`src/hdl/flash_seq_params.svh`:
```
// constants for the flash self-program sequencer
`ifndef FLASH_SEQ_PARAMS_SVH
`define FLASH_SEQ_PARAMS_SVH
`define CTRL_ENABLE_BIT      0
`define CTRL_ERASE_BIT       1
`define CTRL_WRITE_BIT       2
`define CTRL_LOCKFUSE_BIT    3
`define CTRL_BUFCLR_BIT      4
`define CTRL_RESET_VALUE     8'h00
`define CODE_ERASE           8'h03
`define CODE_LOAD            8'h01
`define CODE_WRITE           8'h05
`define CODE_LOCKFUSE        8'h09
`define CODE_BUFCLR          8'h11
`define STORE_WINDOW_CYCLES  3'd4
`define LOAD_WINDOW_CYCLES   3'd3
`define PTR_LOCK             16'h0001
`define PTR_FUSE_LOW         16'h0000
`define PTR_FUSE_EXT         16'h0002
`define PTR_FUSE_HIGH        16'h0003
`define PROG_TIME_US         3200
`define CLK_MHZ              25
`define PROG_CYCLES          (`PROG_TIME_US * `CLK_MHZ)
`define PAGE_MSB             12
`define PAGE_LSB             6
`define WORD_MSB             5
`define WORD_LSB             1
`endif

```
`src/hdl/flash_seq_pkg.sv`:
```
// types for the flash self-program sequencer
package flash_seq_pkg;
  typedef enum logic [3:0] {
    ST_IDLE  = 4'b0001,
    ST_ARMED = 4'b0010,
    ST_BUSY  = 4'b0100,
    ST_DONE  = 4'b1000
  } seq_state_e;
  typedef logic [7:0]  byte_t;
  typedef logic [15:0] word_t;
endpackage

```
`src/hdl/prog_timer.sv`:
```
// programming timer for erase and write
`timescale 1ns/100ps
`default_nettype none
module prog_timer #(
  parameter int CYCLES = 80000
) (
  input  wire logic clk_in,
  input  wire logic resetn_in,
  input  wire logic start_in,
  output logic      done_out
);
  logic [31:0] count_reg;
  logic [31:0] count_next;
  logic        done_reg;
  logic        done_next;
  // down counter, one-cycle done at zero
  always_comb begin
    count_next = count_reg;
    done_next  = 1'b0;
    if (start_in) begin
      count_next = 32'(CYCLES);
    end else if (count_reg != 32'h0) begin
      count_next = count_reg - 32'h1;
      done_next  = (count_reg == 32'h1);
    end
  end
  always_ff @(posedge clk_in) begin
    if (!resetn_in) begin
      count_reg <= 32'h0;
      done_reg  <= 1'b0;
    end else begin
      count_reg <= count_next;
      done_reg  <= done_next;
    end
  end
  assign done_out = done_reg;
endmodule // prog_timer
`default_nettype wire

```
`src/hdl/page_buffer.sv`:
```
// temporary page buffer, one word per slot
`timescale 1ns/100ps
`default_nettype none
module page_buffer #(
  parameter int WORDS = 32,
  parameter int AW    = 5
) (
  input  wire logic          clk_in,
  input  wire logic          resetn_in,
  input  wire logic          clear_in,
  input  wire logic          load_in,
  input  wire logic [AW-1:0] slot_in,
  input  wire logic [15:0]   data_in,
  input  wire logic [AW-1:0] rd_slot_in,
  output logic      [15:0]   rd_data_out
);
  logic [15:0] mem_reg  [WORDS];
  logic [15:0] mem_next [WORDS];
  // erased buffer holds all ones
  always_comb begin
    for (int i = 0; i < WORDS; i++) begin
      mem_next[i] = mem_reg[i];
    end
    if (clear_in) begin
      for (int i = 0; i < WORDS; i++) begin
        mem_next[i] = 16'hffff;
      end
    end else if (load_in) begin
      mem_next[slot_in] = data_in;
    end
  end
  always_ff @(posedge clk_in) begin
    for (int i = 0; i < WORDS; i++) begin
      if (!resetn_in) begin
        mem_reg[i] <= 16'hffff;
      end else begin
        mem_reg[i] <= mem_next[i];
      end
    end
  end
  assign rd_data_out = mem_reg[rd_slot_in];
endmodule // page_buffer
`default_nettype wire

```
`src/hdl/flash_self_program_sequencer.sv`:
```
// flash self-program sequencer top
`timescale 1ns/100ps
`default_nettype none
`include "flash_seq_params.svh"

// Overview of operation
// - erase code then store within four cycles
// - erase page from pointer bits 12..6
// - core stalled during erase and write
// - enable-only code then store loads word
// - buffer slot from pointer bits 5..1
// - buffer cleared: after write, clear bit, reset
// - eeprom write during loading discards buffer
// - write code then store programs page
// - loads any order, before or after erase
// - eeprom busy blocks programming and fuse reads
// - pointer one reads lock bits
// - lock/fuse bits self-clear on done/timeout
// - pointer zero reads fuse low byte
// - pointer three reads fuse high byte
// - pointer two reads fuse extended byte
// - programmed reads zero, unprogrammed reads one
// - plain loads read flash bytes, bit0 selects
// - write select clears on done or timeout
// - enable alone means buffer word load
module flash_self_program_sequencer #(
  parameter int PROG_CYCLES = `PROG_CYCLES,
  parameter int WORDS       = 32
) (
  input  wire logic               clk_in,
  input  wire logic               resetn_in,
  input  wire logic [7:0]         addr_in,
  input  wire logic [7:0]         wdata_in,
  input  wire logic               wr_in,
  input  wire logic               rd_in,
  output logic      [7:0]         rdata_out,
  input  wire logic               store_prog_in,
  input  wire logic               load_prog_in,
  input  wire flash_seq_pkg::word_t pointer_in,
  input  wire flash_seq_pkg::word_t data_register_pair_in,
  input  wire logic               eeprom_write_busy_in,
  input  wire flash_seq_pkg::byte_t lock_bits_in,
  input  wire flash_seq_pkg::byte_t fuse_low_byte_in,
  input  wire flash_seq_pkg::byte_t fuse_high_byte_in,
  input  wire flash_seq_pkg::byte_t fuse_extended_byte_in,
  input  wire flash_seq_pkg::word_t flash_word_in,
  output logic      [15:0]        flash_addr_out,
  output logic      [7:0]         load_data_out,
  output logic                    load_valid_out,
  output logic                    core_stall_out,
  output logic                    erase_start_out,
  output logic                    write_start_out,
  output logic      [6:0]         prog_page_out,
  output logic      [15:0]        prog_word_out,
  output logic      [4:0]         prog_slot_out
);
  import flash_seq_pkg::*;

  localparam logic [7:0] CTRL_ADDR = 8'h00;

  seq_state_e  state_reg, state_next;
  logic [7:0]  ctrl_reg, ctrl_next;
  logic [2:0]  win_reg, win_next;
  logic        stall_reg, stall_next;
  logic [6:0]  page_reg, page_next;
  logic        is_write_reg, is_write_next;
  logic        ers_pls_reg, ers_pls_next;
  logic        wrt_pls_reg, wrt_pls_next;
  logic [7:0]  rdata_reg, rdata_next;
  logic [7:0]  ld_data_reg, ld_data_next;
  logic        ld_valid_reg, ld_valid_next;
  logic [15:0] faddr_reg, faddr_next;
  logic [4:0]  slot_reg, slot_next;
  logic [15:0] pword_reg, pword_next;
  logic        buf_clear;
  logic        buf_load;
  logic        timer_start;
  logic        timer_done;
  logic        loading_reg, loading_next;
  logic [15:0] buf_rd_data;

  // selects lock or fuse byte by pointer
  function automatic logic [7:0] lock_fuse_sel(input logic [15:0] p, input logic [7:0] lb,
                                               input logic [7:0] fl, input logic [7:0] fh,
                                               input logic [7:0] fe);
    logic [7:0] r;
    r = fl;
    unique case (p[1:0])
      2'b00: r = fl;
      2'b01: r = lb;
      2'b10: r = fe;
      2'b11: r = fh;
    endcase
    return r;
  endfunction

  // page number field of the pointer
  function automatic logic [6:0] page_of(input logic [15:0] p);
    return p[`PAGE_MSB:`PAGE_LSB];
  endfunction

  // word slot field of the pointer
  function automatic logic [4:0] slot_of(input logic [15:0] p);
    return p[`WORD_MSB:`WORD_LSB];
  endfunction

  wire ctrl_wr  = wr_in && (addr_in == CTRL_ADDR);
  wire code_ok  = !eeprom_write_busy_in;
  wire en_bit   = ctrl_reg[`CTRL_ENABLE_BIT];
  wire lf_armed = en_bit && ctrl_reg[`CTRL_LOCKFUSE_BIT];
  wire act_bits = |ctrl_reg[`CTRL_BUFCLR_BIT:`CTRL_ERASE_BIT];

  // control register, arming window and action sequencing
  always_comb begin
    state_next    = state_reg;
    ctrl_next     = ctrl_reg;
    win_next      = win_reg;
    stall_next    = stall_reg;
    page_next     = page_reg;
    is_write_next = is_write_reg;
    ers_pls_next  = 1'b0;
    wrt_pls_next  = 1'b0;
    buf_clear     = 1'b0;
    buf_load      = 1'b0;
    timer_start   = 1'b0;
    slot_next     = slot_reg;
    pword_next    = buf_rd_data; // word held in the slot last loaded
    loading_next  = loading_reg;
    unique case (state_reg)
      ST_IDLE: begin
        if (ctrl_wr && code_ok && wdata_in[`CTRL_ENABLE_BIT]) begin
          ctrl_next  = wdata_in & 8'h1f;
          win_next   = 3'd0;
          state_next = ST_ARMED;
          if (wdata_in == `CODE_BUFCLR) begin
            buf_clear    = 1'b1;
            loading_next = 1'b0;
          end
        end
      end
      ST_ARMED: begin
        win_next = win_reg + 3'd1;
        if (lf_armed && load_prog_in && code_ok) begin
          ctrl_next  = `CTRL_RESET_VALUE;
          state_next = ST_IDLE;
        end else if (store_prog_in && !lf_armed && code_ok) begin
          ctrl_next  = `CTRL_RESET_VALUE;
          state_next = ST_IDLE;
          if (ctrl_reg == `CODE_ERASE) begin
            page_next     = page_of(pointer_in);
            is_write_next = 1'b0;
            ers_pls_next  = 1'b1;
            ctrl_next     = ctrl_reg;
            stall_next    = 1'b1;
            timer_start   = 1'b1;
            state_next    = ST_BUSY;
          end else if (ctrl_reg == `CODE_WRITE) begin
            page_next     = page_of(pointer_in);
            is_write_next = 1'b1;
            wrt_pls_next  = 1'b1;
            ctrl_next     = ctrl_reg;
            stall_next    = 1'b1;
            timer_start   = 1'b1;
            state_next    = ST_BUSY;
          end else if (!act_bits) begin
            // any slot order accepted
            buf_load     = 1'b1;
            loading_next = 1'b1;
            slot_next    = slot_of(pointer_in);
          end
        end else if ((lf_armed && win_reg >= `LOAD_WINDOW_CYCLES - 3'd1) ||
                     (win_reg >= `STORE_WINDOW_CYCLES - 3'd1)) begin
          ctrl_next  = `CTRL_RESET_VALUE;
          state_next = ST_IDLE;
        end
      end
      ST_BUSY: begin
        if (timer_done) begin
          state_next = ST_DONE;
        end
      end
      ST_DONE: begin
        stall_next = 1'b0;
        ctrl_next  = `CTRL_RESET_VALUE;
        state_next = ST_IDLE;
        if (is_write_reg) begin
          buf_clear    = 1'b1;
          loading_next = 1'b0;
        end
      end
    endcase
    if (eeprom_write_busy_in && loading_reg) begin
      buf_clear    = 1'b1;
      loading_next = 1'b0;
    end
  end

  // read path: register read, lock/fuse and flash byte loads
  always_comb begin
    rdata_next    = 8'h00;
    ld_valid_next = 1'b0;
    ld_data_next  = ld_data_reg;
    faddr_next    = faddr_reg;
    if (rd_in && addr_in == CTRL_ADDR) begin
      rdata_next = ctrl_reg;
    end
    if (load_prog_in) begin
      if (state_reg == ST_ARMED && lf_armed) begin
        if (code_ok) begin
          ld_valid_next = 1'b1;
          ld_data_next  = lock_fuse_sel(pointer_in, lock_bits_in, fuse_low_byte_in,
                                        fuse_high_byte_in, fuse_extended_byte_in);
        end
      end else begin
        faddr_next    = {1'b0, pointer_in[15:1]};
        ld_valid_next = 1'b1;
        ld_data_next  = pointer_in[0] ? flash_word_in[15:8] : flash_word_in[7:0];
      end
    end
  end

  // sequencer and output registers
  always_ff @(posedge clk_in) begin
    if (!resetn_in) begin
      state_reg    <= ST_IDLE;
      ctrl_reg     <= `CTRL_RESET_VALUE;
      win_reg      <= 3'd0;
      stall_reg    <= 1'b0;
      page_reg     <= 7'h00;
      is_write_reg <= 1'b0;
      ers_pls_reg  <= 1'b0;
      wrt_pls_reg  <= 1'b0;
      rdata_reg    <= 8'h00;
      ld_data_reg  <= 8'h00;
      ld_valid_reg <= 1'b0;
      faddr_reg    <= 16'h0000;
      slot_reg     <= 5'h00;
      pword_reg    <= 16'h0000;
      loading_reg  <= 1'b0;
    end else begin
      state_reg    <= state_next;
      ctrl_reg     <= ctrl_next;
      win_reg      <= win_next;
      stall_reg    <= stall_next;
      page_reg     <= page_next;
      is_write_reg <= is_write_next;
      ers_pls_reg  <= ers_pls_next;
      wrt_pls_reg  <= wrt_pls_next;
      rdata_reg    <= rdata_next;
      ld_data_reg  <= ld_data_next;
      ld_valid_reg <= ld_valid_next;
      faddr_reg    <= faddr_next;
      slot_reg     <= slot_next;
      pword_reg    <= pword_next;
      loading_reg  <= loading_next;
    end
  end

  // erase and write duration
  prog_timer #(
    .CYCLES    (PROG_CYCLES)
  ) u_timer (
    .clk_in    (clk_in),
    .resetn_in (resetn_in),
    .start_in  (timer_start),
    .done_out  (timer_done)
  );

  // temporary page buffer, cleared by reset too
  page_buffer #(
    .WORDS       (WORDS),
    .AW          (5)
  ) u_buf (
    .clk_in      (clk_in),
    .resetn_in   (resetn_in),
    .clear_in    (buf_clear),
    .load_in     (buf_load),
    .slot_in     (slot_of(pointer_in)),
    .data_in     (data_register_pair_in),
    .rd_slot_in  (slot_reg),
    .rd_data_out (buf_rd_data)
  );

  // outputs straight from their registers
  assign rdata_out       = rdata_reg;
  assign load_data_out   = ld_data_reg;
  assign load_valid_out  = ld_valid_reg;
  assign core_stall_out  = stall_reg;
  assign erase_start_out = ers_pls_reg;
  assign write_start_out = wrt_pls_reg;
  assign prog_page_out   = page_reg;
  assign flash_addr_out  = faddr_reg;
  assign prog_slot_out   = slot_reg;
  assign prog_word_out   = pword_reg;
endmodule // flash_self_program_sequencer
`default_nettype wire

```
`config.mk`:
```
export PLATFORM = sky130hd
export DESIGN_NAME = flash_self_program_sequencer
export DESIGN_NICKNAME = d
export VERILOG_FILES = /design/src/hdl/flash_seq_pkg.sv /design/src/hdl/prog_timer.sv /design/src/hdl/page_buffer.sv /design/src/hdl/flash_self_program_sequencer.sv
export VERILOG_INCLUDE_DIRS = /design/src /design/src/hdl
export SDC_FILE = /design/constraint.sdc
export NUM_CORES = 1
export LEC_CHECK = 0
export ABC_AREA = 1
export BUFFER_PORTS_ARGS = -buffer_cell sky130_fd_sc_hd__buf_2
export CAP_MARGIN = 10
export CORE_MARGIN = 10
export CORE_UTILIZATION = 27
export DETAILED_ROUTE_END_ITERATION = 10
export GPL_TIMING_DRIVEN = 0
export PLACE_DENSITY = 0.53
export SLEW_MARGIN = 30
export SYNTH_ARGS = -nofsm -noshare
export SYNTH_HDL_FRONTEND = slang
export SYNTH_HIERARCHICAL = 1
export SYNTH_SLANG_ARGS = --single-unit
```
`constraint.sdc`:
```
create_clock -name clk_in -period 4.6 [get_ports clk_in]
set_input_delay 0.69 -clock clk_in [delete_from_list [all_inputs] [get_ports clk_in]]
set_output_delay 0.69 -clock clk_in [all_outputs]
set_load 0.02 [all_outputs]
```
### Word-level counts from Yosys, hierarchy flattened

Memory sizes are Yosys's and may differ from the RTL's. A register that Yosys moved wholly into a read port is not among the register bits.
Index checks and enable logic that the tools add are counted.

| operators by class | value |
|---|---|
| muxes and demuxes | 98 |
| $lt $le $gt $ge | 4 |
| add/sub/neg operators | 2 |
| bitwise gates (word level) | 42 |
| reduce and logical (&&, ||, !) cells | 42 |
| equality and inequality tests | 25 |

Operator list:

| operator | number |
|---|---|
| 512-bit 2-to-1 mux | 2 |
| 16-bit 2-to-1 mux | 33 |
| 512-bit bitwise mux | 1 |
| 16-bit demux with 5-bit select | 1 |
| 8-bit 2-to-1 mux | 9 |
| 17-bit 2-to-1 mux | 2 |
| 1-bit 2-to-1 mux | 33 |
| 32-bit by 1-bit == test with 1-bit output, second input constant | 1 |
| 1-bit bitwise OR | 32 |
| 8-bit one-hot mux with 4 select lines | 1 |
| 32-bit nonzero test | 1 |
| 32-bit by 1-bit subtractor with 32-bit output, second input constant | 1 |
| 8-bit one-hot mux with 3 select lines | 1 |
| 4-bit 2-to-1 mux | 5 |
| 2-bit != test, second input constant | 9 |
| 4-bit one-hot mux with 4 select lines | 1 |
| 7-bit 2-to-1 mux | 2 |
| 1-bit logical AND | 13 |
| 4-bit != test, second input constant | 3 |
| 2-bit AND reduction | 5 |
| 3-bit 2-to-1 mux | 3 |
| 1-bit inverter | 9 |
| 9-bit AND reduction | 1 |
| 8-bit by 2-bit == test with 1-bit output, second input constant | 1 |
| 32 further kinds | 43 |

| word-level totals | value |
|---|---|
| memories | 1 |
| logic and storage cells | 231 |
| input port bits | 103 |
| flip-flop bits (word level) | 97 |
| output and inout bits | 64 |
| bits in writable memories | 512 |

Memory list:

| memory | depth | width | read ports | clocked after memory_dff | write ports | line | RTL |
|---|---|---|---|---|---|---|---|
| u_buf.mem_reg | 32 | 16 | 33 | 1 | 32 | page_buffer.sv:17 | `logic [15:0] mem_reg [WORDS];` |

### Depth between registers and ports, before layout

| depth | value |
|---|---|
| depth after elaboration | 10 |
| depth in mapped cells | 14 |

### Modules after synthesis

The synthesis kept the hierarchy.

Modules (own cells, without submodules):

| module | cells an instance | instances | sequential area each (um^2) | area an instance (um^2) |
|---|---|---|---|---|
| page_buffer | 3524 | 1 | 10249.8 | 23089.6 |
| flash_self_program_sequencer | 465 | 1 | 1481.4 | 3362.0 |
| prog_timer | 334 | 1 | 660.6 | 2049.5 |

### Worst setup path after synthesis

No wires, ideal clock.

| path | value |
|---|---|
| path kind | input port to flip-flop |
| start | input port eeprom_write_busy_in |
| end | memory u_buf.mem_reg[28][10] |
| slack | 2.236 ns |
| data arrival time | 2.231 ns |
| path buffers | 1 |
| library setup time | 0.134 ns |
| stages on the path | 13 |
| path through | inv_2 -> nand3_2 -> nor2_4 -> inv_2 -> nor2_4 -> inv_2 -> nor3_4 -> inv_2 -> nor2_2 -> inv_2 -> buf_2 -> nand2_1 -> nand3_1 |

RTL lines:

| element | line | RTL |
|---|---|---|
| from (decl) | flash_self_program_sequencer.sv:41 | `input wire logic eeprom_write_busy_in,` |
| to (decl) | page_buffer.sv:17 |  |

==> metrics.txt <==
outcome=completed; max_cap viols=0; DR DRC count=0; crit path kind=register to register; vias=between 30,000 and 40,000; slowest stage delay, CP=0.83 ns; Routed Antenna Nets=0; Clk pwr share=between 40% and 50%; CP dominant cell by count=nand2_1; drt pass-1 iters=6; fmax=299.1 MHz; clock slew at reported path FFs=around 0.060 ns; top cells by count, synth=1,946 x nand2_1, 925 x nand3_1, 619 x dfxtp_1, 187 x nor2_1, 164 x clkbuf_1; Post-Route Utilization=32.08%; busiest grt layer=met2; switching power=between 4 and 5 mW; Final Hold Vio Count=0; number of distinct library cells after synthesis=42; hold slack=0.3091 ns; Peak supply drop=0.2898 mV; warnings from Yosys=6; asr flop ratio synth=0%; root buf cell=clkbuf_16; Initial Util=27.11%; M1 GR Usage=between 30% and 40%; Comb power frac=a little under a fifth; setup TNS=0 ns; pin count of the biggest net entering global routing=15; grt met3 use=about 5.0%; CTS tree=done; clock buffer depth=3; top cells by area, synth=dfxtp_1 43%, nand2_1 26%, nand3_1 16%, nor2_1 2.5%, clkbuf_1 2.2%; share of power burned in registers=a little under two fifths; met2 usage=a little under a third; Setup Skew=a little under 0.04 ns; Leak=between 15 and 20 nW; GRT Overall Usage=between 20% and 30%; post-CTS sizing=0; power per cell area=442.6 nW/um2; H-tree Lvls=3; critical path capture point type=register; WP data required=5.13 ns; Hold Path Depth=3; average vias per placed instance=5.065; top-count cell post-synth=nand2_1; critical-path cell list=inv_1, clkbuf_1, clkbuf_1, nand3_1, nand3_1, nand2_1, nand2_1, nand2_1, nand2_1, nand2_1, nand2_1, inv_1; sequential share of the synthesized area=between 40% and 50%; clock sink total=about 620; endpoints failing setup=0; first-pass GRT wire length=roughly 190 mm; fin crit share=between 70 and 80%; Area Overhead vs Synth=18.33%; Post-Syn Area=28,500 um2; slowest CP cell=clkbuf_1; height of the chip=344.9 um; layout net count=~4,700; core area=~110,000 um2; worst relative slew slack=around 23%; Buf/Inv on CP=4; row count=about 120; design area=between 30,000 and 40,000 um2; CP Depth=12; Worst Path Arrival=3.87 ns; Fillers=between 10,000 and 15,000; GR Overflow Total=0; Slew @ Worst Pin=between 1 and 1.5 ns; crit-path leading delay family=buffers and inverters; Avg Synthesized Cell Area=about 6.6 um2; HPWL Detailed=96.01 mm; Post-synth EDFFs=0; Hold Buf Count CTS=0; switching share of power=about a third; Post-CTS Setup Bufs=0; max reg flops=512; layout cells sized above 1=about an eighth; Synth area leader=dfxtp_1; die span in x=approximately 340 um; max-slew violations=0; DRT Wirelength=133.3 mm; CP Max Fanout=10; I/O Buffers=approximately 160; routed len/inst=roughly 22 um; Synth Flop Type=dfxtp_1; multi-input gate area in the final layout=between 10,000 and 15,000 um2; Seq cells post-synth=approximately 620; top-area cell type share of the netlist area=43.48%; Internal=about 10 mW; cells after synthesis=roughly 4,300; initial antenna violation count=6; DR iter-0 viols=around 4,000; FF-to-FF path depth=12; vias in the first global route=roughly 27,000; Critical Path Source Type=register; placed cell area=a little over 30,000 um2; CTS Buf Count=75; worst min-delay path category=input port to register; Tmin final=between 3 and 4 ns; RSZ-0062 raised after global routing=false; GPL Wtd Cong=roughly 0.97; Ports=roughly 170; register area=between 10,000 and 15,000 um2; die area=119,000 um2; Clk Latency, worst-skew pair=0.66 ns
## layer usage
layer / vias up / wire (um)
met5: - / 38
met4: 8 / 4672
met3: 236 / 14560
met2: 1434 / 55070
met1: 14480 / 58940
li1: 14300 / -
## cells in the final DEF (no fill, tap or decap), types with 10 or more instances in the layout
| cell | Yosys | routed |
|---|---|---|
| clkbuf_16 | 0 | 77 |
| nor2_2 | 24 | 25 |
| nand3_1 | 925 | 925 |
| clkbuf_8 | 0 | 12 |
| dfxtp_1 | 619 | 619 |
| nand4_1 | 18 | 18 |
| o21ai_0 | 51 | 51 |
| clkbuf_2 | 0 | 24 |
| buf_2 | 85 | 248 |
| buf_6 | 23 | 24 |
| clkinv_4 | 2 | 10 |
| inv_2 | 45 | 45 |
| nand2_2 | 25 | 25 |
| bufinv_16 | 0 | 10 |
| or2_2 | 11 | 11 |
| buf_1 | 14 | 13 |
| inv_1 | 79 | 79 |
| buf_4 | 12 | 12 |
| clkbuf_1 | 164 | 153 |
| a21oi_1 | 20 | 20 |
| nor2_1 | 187 | 186 |
| nand2_1 | 1946 | 1946 |
## cell families after synthesis
| family | Yosys count | share of synthesized area, % |
|---|---|---|
| AND/OR/NAND/NOR | 3176 | 47.55 |
| flip-flops | 619 | 43.48 |
| buffers and inverters | 426 | 6.791 |
| AO/OA/AOI/OAI | 90 | 1.765 |
| XOR/XNOR | 6 | 0.1844 |
| adder cells (fa/ha/maj) | 5 | 0.2195 |
| other | 1 | 0.01316 |
## power groups by stage
stage | logic, mW | clock network [mW] | registers, mW
final | 2.83 | 6.37 | 5.72
after floorplan | 1.99 | 0 | 5.81
after CTS | 2.82 | 6.48 | 5.72
after global placement | 2.80 | 0 | 5.84
after global routing | 3.19 | 6.70 | 5.75
after detailed placement | 2.81 | 0 | 5.84
## worst min-delay path: cells and delay by family
family,cells,cell delay [ns]
compound gates,1,0.07
simple gates,1,0.08
buf+inv,1,0.07
## final timing paths
kind	slack, ns	endpoint	start
worst max-delay path	1.26	prog_word_out[14]	prog_slot_out[1]
worst min-delay path	0.31	flash_addr_out[13]	pointer_in[14]
worst max register to register	1.26	prog_word_out[14]	prog_slot_out[1]
worst min register to register	0.46	u_buf/mem_reg[7][8]	u_buf/mem_reg[7][8]
## stage by stage
step / setup WS [ns] / total power, mW / cells
after floorplan: 2.236 / 7.799 / 4326
after global placement: 0.4986 / 8.637 / 5879
after detailed placement: 1.148 / 8.645 / 5880
after CTS: 1.452 / 15.02 / 6013
after global routing: 1.221 / 15.63 / 6013
final: 1.256 / 14.93 / 6014
## cell type report
class | count | share of cell area (%)
antenna | 1 | 0.007420
buffer | 298 | 4.370
clock buffer | 102 | 6.348
clock inverter | 31 | 1.406
inverter | 128 | 1.462
multi-input combinational | 3281 | 42.07
sequential | 619 | 36.74
tap | 1391 | 5.160
timing repair buffer | 163 | 2.437
Power figures use the tool's default switching activity.
